<file path="config.mk">
export PLATFORM = sky130hd
export DESIGN_NAME = dual_comparator_status_irq
export DESIGN_NICKNAME = d
export VERILOG_FILES = /design/src/dual_cmp_pkg.sv /design/src/dual_comparator_status_irq.sv
export VERILOG_INCLUDE_DIRS = /design/src
export SDC_FILE = /design/constraint.sdc
export NUM_CORES = 1
export LEC_CHECK = 0
export ABC_AREA = 1
export ABC_CLOCK_PERIOD_IN_PS = 1600
export BUFFER_PORTS_ARGS = -buffer_cell sky130_fd_sc_hd__buf_2
export CORE_ASPECT_RATIO = 1.5
export CORE_MARGIN = 10
export CORE_UTILIZATION = 50
export CTS_CLUSTER_DIAMETER = 200
export DETAILED_ROUTE_END_ITERATION = 16
export PLACE_DENSITY = 0.81
export SLEW_MARGIN = 20
export SYNTH_ARGS = -nofsm -noshare
export SYNTH_HDL_FRONTEND = slang
export SYNTH_SLANG_ARGS = --single-unit
</file>
<file path="constraint.sdc">
create_clock -name hclk -period 1.6 [get_ports hclk]
set_clock_uncertainty 0.05 [all_clocks]
set_input_delay 0.16 -clock hclk [delete_from_list [all_inputs] [get_ports hclk]]
set_output_delay 0.16 -clock hclk [all_outputs]
set_load 0.01 [all_outputs]
</file>
<file path="src/dual_cmp_regs.svh">
// Purpose: Register map, field positions and reset values of the comparator block
// Assumes: Word offsets are register indices; byte address is four times the index
// Notes:   Definitions only
`ifndef DUAL_CMP_REGS_SVH
`define DUAL_CMP_REGS_SVH

// Register indices
`define IDX_CMP0_CTRL      4'h0
`define IDX_CMP1_CTRL      4'h1
`define IDX_CMP0_INSEL     4'h2
`define IDX_CMP1_INSEL     4'h3
`define IDX_INVERT_CTRL    4'h4
`define IDX_SCALER_CTRL    4'h5
`define IDX_WINDOW_CTRL    4'h6
`define IDX_STATUS         4'h7
`define IDX_SOURCE_CTRL    4'h8
`define IDX_SOURCE_TRIM    4'h9
`define IDX_VEC_ACK        4'hA
`define IDX_LAST           4'hA

// Reset value shared by all registers
`define REG_RESET          8'h00

// Writable masks per register
`define MASK_CMP_CTRL      8'hF7
`define MASK_CMP_INSEL     8'h3F
`define MASK_INVERT_CTRL   8'h0F
`define MASK_SCALER_CTRL   8'h3F
`define MASK_WINDOW_CTRL   8'h1F
`define MASK_SOURCE_CTRL   8'hC3
`define MASK_SOURCE_TRIM   8'h0F

// Field positions
`define POS_EDGE_COND_HI   7
`define POS_EDGE_COND_LO   6
`define POS_CMP_ENABLE     0
`define POS_IRQ_LVL_HI     5
`define POS_IRQ_LVL_LO     4
`define POS_WIN_ENABLE     4
`define POS_WIN_COND_HI    3
`define POS_WIN_COND_LO    2
`define POS_WIN_LEVEL_HI   1
`define POS_WIN_LEVEL_LO   0
`define POS_NEG_SEL_HI     2
`define POS_NEG_SEL_LO     0
`define POS_SRC_ENABLE     7
`define POS_SRC_COMBINE    6
`define POS_SRC_OUT1       1
`define POS_SRC_OUT0       0
`define POS_TRIM_HI        3
`define POS_TRIM_LO        0
`define POS_ST_WINDOW_STATE_HI   7
`define POS_ST_WINDOW_STATE_LO   6
`define POS_ST_CMP1        5
`define POS_ST_CMP0        4
`define POS_ST_RSVD        3
`define POS_ST_WIN_IF      2
`define POS_ST_CMP1_IF     1
`define POS_ST_CMP0_IF     0

// Interrupt vector offsets
`define VEC_CMP0           8'h00
`define VEC_CMP1           8'h02
`define VEC_WINDOW         8'h04

// Window state codes
`define WIN_ABOVE          2'h0
`define WIN_INSIDE         2'h1
`define WIN_BELOW          2'h2
`define WIN_OUTSIDE        2'h3

// Edge condition codes
`define EDGE_TOGGLE        2'h0
`define EDGE_FALLING       2'h2
`define EDGE_RISING        2'h3

`endif

</file>
<file path="src/dual_cmp_pkg.sv">
// Purpose: Types shared by the comparator register block
// Assumes: Constants live in dual_cmp_regs.svh
// Notes:   Types only
package dual_cmp_pkg;

   // Analog inputs grouped as one carrier
   typedef struct packed {
      logic [1:0] window_state;
      logic       cmp1_level;
      logic       cmp0_level;
   } analog_in_t;

   // Controls driven to the analog current source
   typedef struct packed {
      logic       source_enable;
      logic       combine_sources;
      logic       cmp1_source_out_en;
      logic       cmp0_source_out_en;
      logic [3:0] source_trim;
   } source_ctrl_t;

   // Interrupt request outputs
   typedef struct packed {
      logic window_irq;
      logic cmp1_irq;
      logic cmp0_irq;
   } irq_req_t;

   // Bus data phase state
   typedef enum logic [1:0] {
      PH_IDLE,
      PH_WRITE,
      PH_READ
   } bus_phase_t;

endpackage : dual_cmp_pkg

</file>
<file path="src/dual_comparator_status_irq.sv">
// Purpose: Register bank and interrupt flags around two analog comparators
// Assumes: AHB-Lite slave, single word transfers, zero wait states
// Notes:   Analog levels are synchronised before any use
// What this block does
// - Window state reported as 00/01/10/11 codes
// - Status bit 5 tracks comparator one
// - Status bit 4 tracks comparator zero
// - Window flag set on selected condition
// - Window flag cleared on vector acknowledge
// - Comparator one flag set on edge
// - Comparator one flag cleared on vector
// - Comparator zero flag set on edge
// - Comparator zero flag cleared on vector
// - Write one clears flag, zero keeps
// - Status bit 3 reads zero always
// - Control bit 7 enables current source
// - Control bit 6 combines both sources
// - Bits 1:0 route source per comparator
// - Four-bit trim drives source, upper zero
// - Vectors at offsets 0x00, 0x02, 0x04
// - Edge condition toggle, falling, rising select
// - Window condition above/inside/below/outside select
//
// Register access over AHB-Lite was left to the implementer.
`timescale 1ns/1ns
`default_nettype none
`include "dual_cmp_regs.svh"

module dual_comparator_status_irq
   import dual_cmp_pkg::*;
(
   // Clock and reset
   input  wire logic         hclk,
   input  wire logic         hresetn,
   // AHB-Lite slave
   input  wire logic         hsel,
   input  wire logic [31:0]  haddr,
   input  wire logic [1:0]   htrans,
   input  wire logic         hwrite,
   input  wire logic [2:0]   hsize,
   input  wire logic [31:0]  hwdata,
   input  wire logic         hready,
   output logic      [31:0]  hrdata,
   output logic              hreadyout,
   output logic              hresp,
   // Analog comparator side
   input  wire analog_in_t   analog_in,
   output source_ctrl_t      source_ctrl,
   output logic [2:0]        cmp0_negative_input_select,
   output logic [2:0]        cmp1_negative_input_select,
   // Interrupt controller side
   output irq_req_t          irq_req,
   output logic [7:0]        irq_vector,
   input  wire logic         vector_ack
);

   // Bus decode
   logic              addr_phase;
   logic              wr_pend_ff;
   logic [3:0]        idx_ff;
   logic [3:0]        haddr_idx;
   logic              addr_ok;
   logic [7:0]        wdata;
   logic              wr_en;
   bus_phase_t        phase_ff;
   logic [7:0]        reg_rd;

   // Register storage
   logic [7:0]        cmp_ctrl_ff [2];
   logic [7:0]        cmp_insel_ff [2];
   logic [7:0]        invert_ctrl_ff;
   logic [7:0]        scaler_ctrl_ff;
   logic [7:0]        window_ctrl_ff;
   logic [7:0]        source_ctrl_ff;
   logic [7:0]        source_trim_ff;

   // Synchronisers and flags
   analog_in_t        sync1_ff;
   analog_in_t        sync2_ff;
   analog_in_t        prev_ff;
   logic [2:0]        flag_ff;
   logic [2:0]        set_ev;
   logic [2:0]        sw_clr;
   logic [2:0]        vec_clr;
   logic [2:0]        nxt_flag;
   logic [1:0]        cmp_now;
   logic [1:0]        cmp_was;
   logic [1:0]        win_cond;
   logic              win_enter;

   assign addr_phase = hsel && hready && htrans[1];
   assign haddr_idx  = haddr[5:2];
   assign addr_ok    = (haddr[31:6] == 26'h0) && (haddr_idx <= `IDX_LAST);
   assign wdata      = hwdata[7:0];
   assign wr_en      = wr_pend_ff;

   // Zero wait state slave; unmapped offsets read zero and ignore writes
   assign hreadyout = 1'b1;
   assign hresp     = 1'b0;

   // Address phase capture
   always_ff @(posedge hclk or negedge hresetn) begin
      if (!hresetn) begin
         wr_pend_ff <= 1'b0;
         idx_ff     <= 4'h0;
         phase_ff   <= PH_IDLE;
      end else begin
         wr_pend_ff <= addr_phase && hwrite && addr_ok;
         idx_ff     <= haddr_idx;
         if (addr_phase && addr_ok) begin
            phase_ff <= hwrite ? PH_WRITE : PH_READ;
         end else begin
            phase_ff <= PH_IDLE;
         end
      end
   end

   // Read data registered at address phase so data comes from a flop
   always_ff @(posedge hclk or negedge hresetn) begin
      if (!hresetn) begin
         hrdata <= 32'h0;
      end else if (addr_phase) begin
         hrdata <= (addr_ok && !hwrite) ? {24'h0, reg_rd} : 32'h0;
      end
   end

   // Per-comparator control registers
   genvar gi;
   generate
      for (gi = 0; gi < 2; gi++) begin : g_cmp
         always_ff @(posedge hclk or negedge hresetn) begin
            if (!hresetn) begin
               cmp_ctrl_ff[gi]  <= `REG_RESET;
               cmp_insel_ff[gi] <= `REG_RESET;
            end else if (wr_en) begin
               if (idx_ff == `IDX_CMP0_CTRL + 4'(gi)) begin
                  cmp_ctrl_ff[gi] <= wdata & `MASK_CMP_CTRL;
               end
               if (idx_ff == `IDX_CMP0_INSEL + 4'(gi)) begin
                  cmp_insel_ff[gi] <= wdata & `MASK_CMP_INSEL;
               end
            end
         end
      end
   endgenerate

   // Shared control registers
   always_ff @(posedge hclk or negedge hresetn) begin
      if (!hresetn) begin
         invert_ctrl_ff <= `REG_RESET;
         scaler_ctrl_ff <= `REG_RESET;
         window_ctrl_ff <= `REG_RESET;
         source_ctrl_ff <= `REG_RESET;
         source_trim_ff <= `REG_RESET;
      end else if (wr_en) begin
         unique case (idx_ff)
            `IDX_INVERT_CTRL: invert_ctrl_ff <= wdata & `MASK_INVERT_CTRL;
            `IDX_SCALER_CTRL: scaler_ctrl_ff <= wdata & `MASK_SCALER_CTRL;
            `IDX_WINDOW_CTRL: window_ctrl_ff <= wdata & `MASK_WINDOW_CTRL;
            `IDX_SOURCE_CTRL: source_ctrl_ff <= wdata & `MASK_SOURCE_CTRL;
            `IDX_SOURCE_TRIM: source_trim_ff <= wdata & `MASK_SOURCE_TRIM;
            default: ;
         endcase
      end
   end

   always_ff @(posedge hclk or negedge hresetn) begin
      if (!hresetn) begin
         sync1_ff <= '0;
         sync2_ff <= '0;
         prev_ff  <= '0;
      end else begin
         sync1_ff <= analog_in;
         sync2_ff <= sync1_ff;
         prev_ff  <= sync2_ff;
      end
   end

   assign cmp_now = {sync2_ff.cmp1_level, sync2_ff.cmp0_level};
   assign cmp_was = {prev_ff.cmp1_level, prev_ff.cmp0_level};

   always_comb begin
      for (int i = 0; i < 2; i++) begin
         unique case (cmp_ctrl_ff[i][`POS_EDGE_COND_HI:`POS_EDGE_COND_LO])
            `EDGE_TOGGLE:  set_ev[i] = cmp_now[i] ^ cmp_was[i];
            `EDGE_FALLING: set_ev[i] = cmp_was[i] && !cmp_now[i];
            `EDGE_RISING:  set_ev[i] = cmp_now[i] && !cmp_was[i];
            default:       set_ev[i] = 1'b0; // Reserved code never sets
         endcase
         if (!cmp_ctrl_ff[i][`POS_CMP_ENABLE]) begin
            set_ev[i] = 1'b0;
         end
      end
   end

   always_comb begin
      win_cond = window_ctrl_ff[`POS_WIN_COND_HI:`POS_WIN_COND_LO];
      unique case (win_cond)
         `WIN_ABOVE:   win_enter = sync2_ff.window_state == `WIN_ABOVE;
         `WIN_INSIDE:  win_enter = sync2_ff.window_state == `WIN_INSIDE;
         `WIN_BELOW:   win_enter = sync2_ff.window_state == `WIN_BELOW;
         `WIN_OUTSIDE: win_enter = sync2_ff.window_state == `WIN_OUTSIDE
                                   || sync2_ff.window_state == `WIN_ABOVE
                                   || sync2_ff.window_state == `WIN_BELOW;
      endcase
   end

   // window flag set, gated by window enable
   assign set_ev[2] = window_ctrl_ff[`POS_WIN_ENABLE] && win_enter;

   assign sw_clr = (wr_en && idx_ff == `IDX_STATUS)
                   ? wdata[`POS_ST_WIN_IF:`POS_ST_CMP0_IF] : 3'b000;

   always_comb begin
      vec_clr = 3'b000;
      if (vector_ack) begin
         unique case (irq_vector)
            `VEC_CMP0:   vec_clr = 3'b001;
            `VEC_CMP1:   vec_clr = 3'b010;
            `VEC_WINDOW: vec_clr = 3'b100;
            default:     vec_clr = 3'b000;
         endcase
      end
   end

   assign nxt_flag = set_ev | (flag_ff & ~(sw_clr | vec_clr));

   // Interrupt flags
   always_ff @(posedge hclk or negedge hresetn) begin
      if (!hresetn) begin
         flag_ff <= 3'b000;
      end else begin
         flag_ff <= nxt_flag;
      end
   end

   // Requests gated by each source's nonzero interrupt level
   always_comb begin
      irq_req.cmp0_irq   = flag_ff[0] &&
         (cmp_ctrl_ff[0][`POS_IRQ_LVL_HI:`POS_IRQ_LVL_LO] != 2'h0);
      irq_req.cmp1_irq   = flag_ff[1] &&
         (cmp_ctrl_ff[1][`POS_IRQ_LVL_HI:`POS_IRQ_LVL_LO] != 2'h0);
      irq_req.window_irq = flag_ff[2] &&
         (window_ctrl_ff[`POS_WIN_LEVEL_HI:`POS_WIN_LEVEL_LO] != 2'h0);
   end

   always_ff @(posedge hclk or negedge hresetn) begin
      if (!hresetn) begin
         irq_vector <= `VEC_CMP0;
      end else if (irq_req.cmp0_irq) begin
         irq_vector <= `VEC_CMP0;
      end else if (irq_req.cmp1_irq) begin
         irq_vector <= `VEC_CMP1;
      end else if (irq_req.window_irq) begin
         irq_vector <= `VEC_WINDOW;
      end
   end

   // Register read mux
   always_comb begin
      reg_rd = 8'h00;
      unique case (haddr_idx)
         `IDX_CMP0_CTRL:   reg_rd = cmp_ctrl_ff[0];
         `IDX_CMP1_CTRL:   reg_rd = cmp_ctrl_ff[1];
         `IDX_CMP0_INSEL:  reg_rd = cmp_insel_ff[0];
         `IDX_CMP1_INSEL:  reg_rd = cmp_insel_ff[1];
         `IDX_INVERT_CTRL: reg_rd = invert_ctrl_ff;
         `IDX_SCALER_CTRL: reg_rd = scaler_ctrl_ff;
         `IDX_WINDOW_CTRL: reg_rd = window_ctrl_ff;
         `IDX_STATUS: begin
            // window state code in top bits
            reg_rd[`POS_ST_WINDOW_STATE_HI:`POS_ST_WINDOW_STATE_LO] =
               window_ctrl_ff[`POS_WIN_ENABLE] ? sync2_ff.window_state : 2'h0;
            reg_rd[`POS_ST_CMP1] = sync2_ff.cmp1_level;
            reg_rd[`POS_ST_CMP0] = sync2_ff.cmp0_level;
            reg_rd[`POS_ST_RSVD] = 1'b0;
            reg_rd[`POS_ST_WIN_IF:`POS_ST_CMP0_IF] = flag_ff;
         end
         `IDX_SOURCE_CTRL: reg_rd = source_ctrl_ff;
         `IDX_SOURCE_TRIM: reg_rd = source_trim_ff;
         default:          reg_rd = 8'h00;
      endcase
   end

   // Analog controls straight from registers
   always_comb begin
      source_ctrl.source_enable      = source_ctrl_ff[`POS_SRC_ENABLE];
      source_ctrl.combine_sources    = source_ctrl_ff[`POS_SRC_COMBINE];
      source_ctrl.cmp1_source_out_en = source_ctrl_ff[`POS_SRC_OUT1];
      source_ctrl.cmp0_source_out_en = source_ctrl_ff[`POS_SRC_OUT0];
      source_ctrl.source_trim        = source_trim_ff[`POS_TRIM_HI:`POS_TRIM_LO];
   end

   assign cmp0_negative_input_select = cmp_insel_ff[0][`POS_NEG_SEL_HI:`POS_NEG_SEL_LO];
   assign cmp1_negative_input_select = cmp_insel_ff[1][`POS_NEG_SEL_HI:`POS_NEG_SEL_LO];

endmodule : dual_comparator_status_irq
`default_nettype wire

</file>
Yosys cells after proc, flatten, opt, wreduce, memory -nomap -nowiden
Index checks and enable logic that the tools add are counted.

storage, ports and cells
  bits of input ports = 79
  output and inout port bits = 59
  register bits after elaboration = 107
  logic and storage cells = 116

cells by class
  muxes and demuxes = 14
  bitwise logic cells = 6
  reductions and logical operators = 43
  equality and inequality tests = 30
  order comparisons = 1

operators with widths
  cell                  count
  $pmux W8 S10          1
  $eq A4 B3 Y1 const B  8
  $mux W8               4
  $logic_not A26 Y1     1
  $reduce_and A2 Y1     9
  $eq A2 B2 Y1 const B  8
  $eq A4 B2 Y1 const B  4
  $eq A4 B4 Y1 const B  4
  $logic_and A1 B1 Y1   15
  $pmux W3 S3           1
  $eq A4 B1 Y1 const B  2
  $eq A8 B2 Y1 const B  1
  $eq A8 B3 Y1 const B  1
  $logic_not A2 Y1      4
  $logic_not A4 Y1      2
  $logic_not A8 Y1      1
  $mux W3               2
  $or A3 B3 Y3          2
  $pmux W1 S3           2
  $reduce_bool A2 Y1    3
  $logic_not A1 Y1      5
  $eq A2 B1 Y1 const B  2
  $le A4 B4 Y1 const B  1
  $pmux W1 S4           1
  other kinds (7)       10

Depth between registers and ports, before layout
  depth in word-level cells = 7
  gate-level depth with buffers = 9
  gate-level depth less buffers = 9

Worst setup path before layout
No wires, ideal clock.

  path type = register to register
  start point = register idx_ff[3]
  end point = register cmp_ctrl_ff[13] (netlist bit)
  path buffers = 1
  stages on the path, launching flop included = 6
  arrival time = 1.056 ns
  clock period less this slack = 1.237 ns
  library setup time = 0.131 ns
  data required time = 1.419 ns
  path slack = 0.363 ns
  cell sequence = dfrtp_1 nor2_1 nand3_1 clkbuf_1 nand2_1 o21ai_0

on the way
  word-level cells in the longest chain between the ends = 2

ends and longest elaborated chain
  what                                RTL line                           source
  start: declaration                  dual_comparator_status_irq.sv:60   logic [3:0] idx_ff;
  start signal: assignment            dual_comparator_status_irq.sv:109  idx_ff <= haddr_idx;
  $logic_not A4 Y1                    dual_comparator_status_irq.sv:136  if (idx_ff == `IDX_CMP0_CTRL + 4'(gi)) begin
  $reduce_and A2 Y1 (no source line)  --
  end signal: indexed assignment      dual_comparator_status_irq.sv:133  cmp_ctrl_ff[gi] <= `REG_RESET;
  end signal: indexed assignment      dual_comparator_status_irq.sv:137  cmp_ctrl_ff[gi] <= wdata & `MASK_CMP_CTRL;
  end: declaration                    dual_comparator_status_irq.sv:69   logic [7:0] cmp_ctrl_ff [2];

Every way passes these cells.
A chain may end at the register's enable or synchronous reset.

Worst setup path after layout
  start point = input haddr[5]
  end point = register hrdata[0]

on the way
  word-level cells in the longest chain between the ends = 4
  elaborated cells on any way between the ends = 15
  those cells by class = order compare (1); eq/ne (9); mux (2); reduce/logical (3)

ends and longest elaborated chain
  what                           RTL line                           source
  start: declaration             dual_comparator_status_irq.sv:37   input wire logic [31:0] haddr,
  $le A4 B4 Y1 (no source line)  --
  $logic_and A1 B1 Y1            dual_comparator_status_irq.sv:93   assign addr_ok = (haddr[31:6] == 26'h0) && (haddr_idx <= `IDX_LAST);
  $logic_and A1 B1 Y1            dual_comparator_status_irq.sv:123  hrdata <= (addr_ok && !hwrite) ? {24'h0, reg_rd} : 32'h0;
  $mux W8 (*)                    dual_comparator_status_irq.sv:123
  end signal: assignment         dual_comparator_status_irq.sv:123
  end: declaration               dual_comparator_status_irq.sv:43   output logic [31:0] hrdata,

Mark *: on every way between the ends. The rest lies on a longest branch, timed or not.

==> results_dict.tcl <==
set metrics [dict create \
    outcome "finished, final reports clean" \
    wl_per_cell_um 15.6 \
    power_w 0.00400 \
    power.share.sequential_pct 51.1 \
    synth-seq-cells 77 \
    n_fill_cell 670 \
    fraction_of_power_consumed_by_combinational_cells_pct 13.0 \
    place.port_buffers 75 \
    synth_top_area_share_pct 50.7 \
    routabilityCongestion 0.894 \
    crit_family "buffers and inverters" \
    clock-sinks 77 \
    critical_path_class "in -> reg" \
    post_syn_area_per_cell_um2 7.99 \
    syn-instance-count 476 \
    initial_core_util_pct 51.9 \
    antennaDiodeCount 0 \
    placement_rows 38 \
    ctsRootBufferMaster "clkbuf_8" \
    overflow 0 \
    design.portCount 138 \
    synth_top_family_by_area "simple AND/OR/NAND/NOR gates" \
    power_share_of_the_clock_group_pct 35.9 \
    timing_hold_violations_final 0 \
    p_leak_nw 2.43 \
    timing.max_cap.violations 0 \
    regToRegSetupSlack_ps 160 \
    drv_slew 0 \
    total_switching_power_w 0.00110 \
    library_cells_used_by_synthesis 26 \
    timing.setup.tns_ps 0 \
    power_per_cell_area_nw_per_um2 883 \
    timing.final.setup_violations 0 \
    die_area_um2 11600 \
    synth_compound_gate_area_share_pct 8.49 \
    critPathCaptureType "flip-flop" \
    rsz0062_at_grt "yes" \
    finalCritPeriodShare_pct 93.7 \
    synth.area.mux_share_pct 0 \
    post_route_cells_drive_above_1_share_pct 20.5 \
    crit-reg2reg-capture "window_ctrl_ff[2]" \
    crit_path_top_delay_cell "dlygate4sd3_1" \
    worstPathRequired_ps 1810 \
    post-dp-hpwl_um 8040 \
    clock_tree.buffer_depth 2 \
    critical_path.startpoint_type "input pin" \
    antenna_found_initial 0 \
    ys_seq_area_share_pct 50.7 \
    min_to "cmp_ctrl_ff[6]" \
    r2r_cells 5 \
    timing.final.crit_period_ps 1500 \
    path_buf_inv 3 \
    crit_path_max_incr_delay_ps 530 \
    post_synth_instance_area_um2 3800 \
    wire_length_of_the_first_global_routing_pass_um 16800 \
    yosys.cell_count.top_type "nand2_1" \
    fp.dieW_um 91.2 \
    fin_nets 650 \
    synth_adder_area_share_pct 1.32 \
    max_freq_mhz 667 \
    yosys.area_share.simple_pct 27.7 \
    min_from "hwdata[6]" \
    switching_share_pct 27.4 \
    number_of_global_route_vias_before_repair 3518 \
    htree_num_levels 3 \
    path_common_cell "nand2_1" \
    yosysWarningCount 0 \
    hold_path_depth 3 \
    rr_startpoint "wr_en" \
    post-synth-top-area-cell "dfrtp_1" \
    ys_async_sr_fraction_pct 100 \
    route.vias.total 3407 \
    flow.area_growth_from_synthesis_pct 19.3 \
    coreArea_um2 7320 \
    peakVddDrop_uv 714 \
    holdCritPathClass "in -> reg" \
    die_h_um 127 \
    ant_nets 0 \
    finalWirelength_um 10500 \
    cts_tree "yes" \
    power_report.internal_total_w 0.00291 \
    synth_common_cells "nand2_1, dfrtp_1, o21ai_0, nor2_1, nand3_1" \
    detail_route.iter0.violations 266 \
    drt-pass1-iter-count 5 \
    global_route.usage.total_pct 18.1 \
    synth_top_cells_by_area "dfrtp_1, nand2_1, buf_4" \
    clk_latency_ps 370 \
    grt_start_max_net_pins 78 \
    ys.flop_type "dfrtp_1" \
    worst-endpoint-arrival_ps 1710 \
    cts_buffers 9 \
    clk_transition_reported_paths_ps 80 \
    synth_xor_area_share_pct 0.230 \
    drc 0 \
    edff_count_synth 0 \
    path_max_fanout 7 \
    cell_breakdown_of_the_critical_path "dlygate4sd3_1 -> clkbuf_4 -> inv_1 -> nand2_2 -> nor2_4 -> nand2_1 -> nand2_1 -> nor2_1 -> nand3_1 -> nand2_1 -> nand2_1" \
    post_cts_buffers 0 \
    routed_via_count_divided_by_cell_count 5.07 \
]
-- timing repair --
| item | 4_1_cts | 5_1_grt |
|---|---|---|
| gates resized for setup | 0 | 20 |
| endpoints found under the setup margin | 0 | 13 |
| endpoints found under the hold margin | 86 | 0 |
| hold buffers | 10 | 0 |
-- sequential cells by signal (all words and copies together), names as in the netlist, 5 cells and up --
register        flops
hrdata              8
cmp_insel_ff        6
scaler_ctrl_ff      6
cmp_ctrl_ff        14
window_ctrl_ff      5
-- power by group through the flow --
stage / Sequential [W] / Combinational [W] / Clock, W
after CTS: 0.00205 / 0.000505 / 0.00146
final: 0.00205 / 0.000520 / 0.00144
after global routing: 0.00205 / 0.000580 / 0.00153
after detailed placement: 0.00208 / 0.000483 / 0
after global placement: 0.00208 / 0.000474 / 0
after floorplan: 0.00208 / 0.000293 / 0
-- stage by stage --
step | cell area, µm² | utilization (%) | instances | worst slack (ps) | hold WS [ps]
after floorplan | 3910 | - | 506 | 363 | -186
after global placement | 4180 | 57.1 | 646 | 192 | 169
after detailed placement | 4180 | 57.1 | 646 | 186 | 178
after CTS | 4480 | 61.2 | 672 | 34.8 | 29.5
after global routing | 4540 | 61.9 | 672 | -16.6 | 52.0
final | 4540 | 61.9 | 672 | 100 | 34.9
-- logic make-up (layout without fill, tap and decap cells) --
logic type / Yosys count / after routing
simple gates: 255 / 255
flops: 77 / 77
buf+inv: 76 / 142
compound gates: 61 / 61
fa+ha+maj: 4 / 4
other cells: 2 / 32
xor+xnor: 1 / 1
-- worst min-delay path, stage by stage --
cell and delay (ps):
buf_2 90, inv_1 70, o21ai_0 80
-- per-layer routing --
metal	global-route usage, %	vias to the layer above	wire, µm
met5	0	-	0
met4	12.3	0	549
met3	6.91	34	935
met2	30.3	150	5130
met1	18.4	1592	3880
li1	-	1631	-
-- placed cells by master (no fill, tap or decap), drive strengths merged --
master,synthesis,layout
nand2,155,155
buf,40,83
dfrtp,77,77
o21ai,53,53
nor2,51,51
nand3,41,41
conb,2,32
inv,32,32
clkbuf,4,14
dlygate4sd3,0,10
ha,4,4
o21a,2,2
o221ai,2,2
a21oi,2,2
nand4,2,2
clkinv,0,2
xor2,1,1
o211ai,1,1
and2,1,1
or2,1,1
nor4,1,1
nor3,1,1
nor3b,1,1
and3,1,1
a211oi,1,1
clkinvlp,0,1
-- final cells by class --
class | count | area [µm²] | share of cell area (%)
Sequential cell | 77 | 1930 | 42.5
Multi-Input combinational cell | 353 | 1610 | 35.4
Timing Repair Buffer | 94 | 561 | 12.4
Tap cell | 100 | 125 | 2.76
Clock buffer | 13 | 179 | 3.94
Inverter | 32 | 120 | 2.65
Clock inverter | 3 | 17.5 | 0.386
-- how the worst max path moves through the flow --
| stage | cells past startpoint | slack [ps] | endpoint | from |
|---|---|---|---|---|
| 2_1_floorplan | 5 | 360 | cmp_ctrl_ff[13] | idx_ff[3] |
| 3_3_place_gp | 10 | 190 | hrdata[0] | haddr[4] |
| 3_5_place_dp | 5 | 190 | scaler_ctrl_ff[1] | wr_en |
| 4_1_cts | 11 | 30 | hrdata[1] | haddr[5] |
| 5_1_grt | 11 | -20 | hrdata[1] | haddr[3] |
| 6_report | 11 | 100 | hrdata[0] | haddr[5] |
Power figures use the tool's default switching activity.
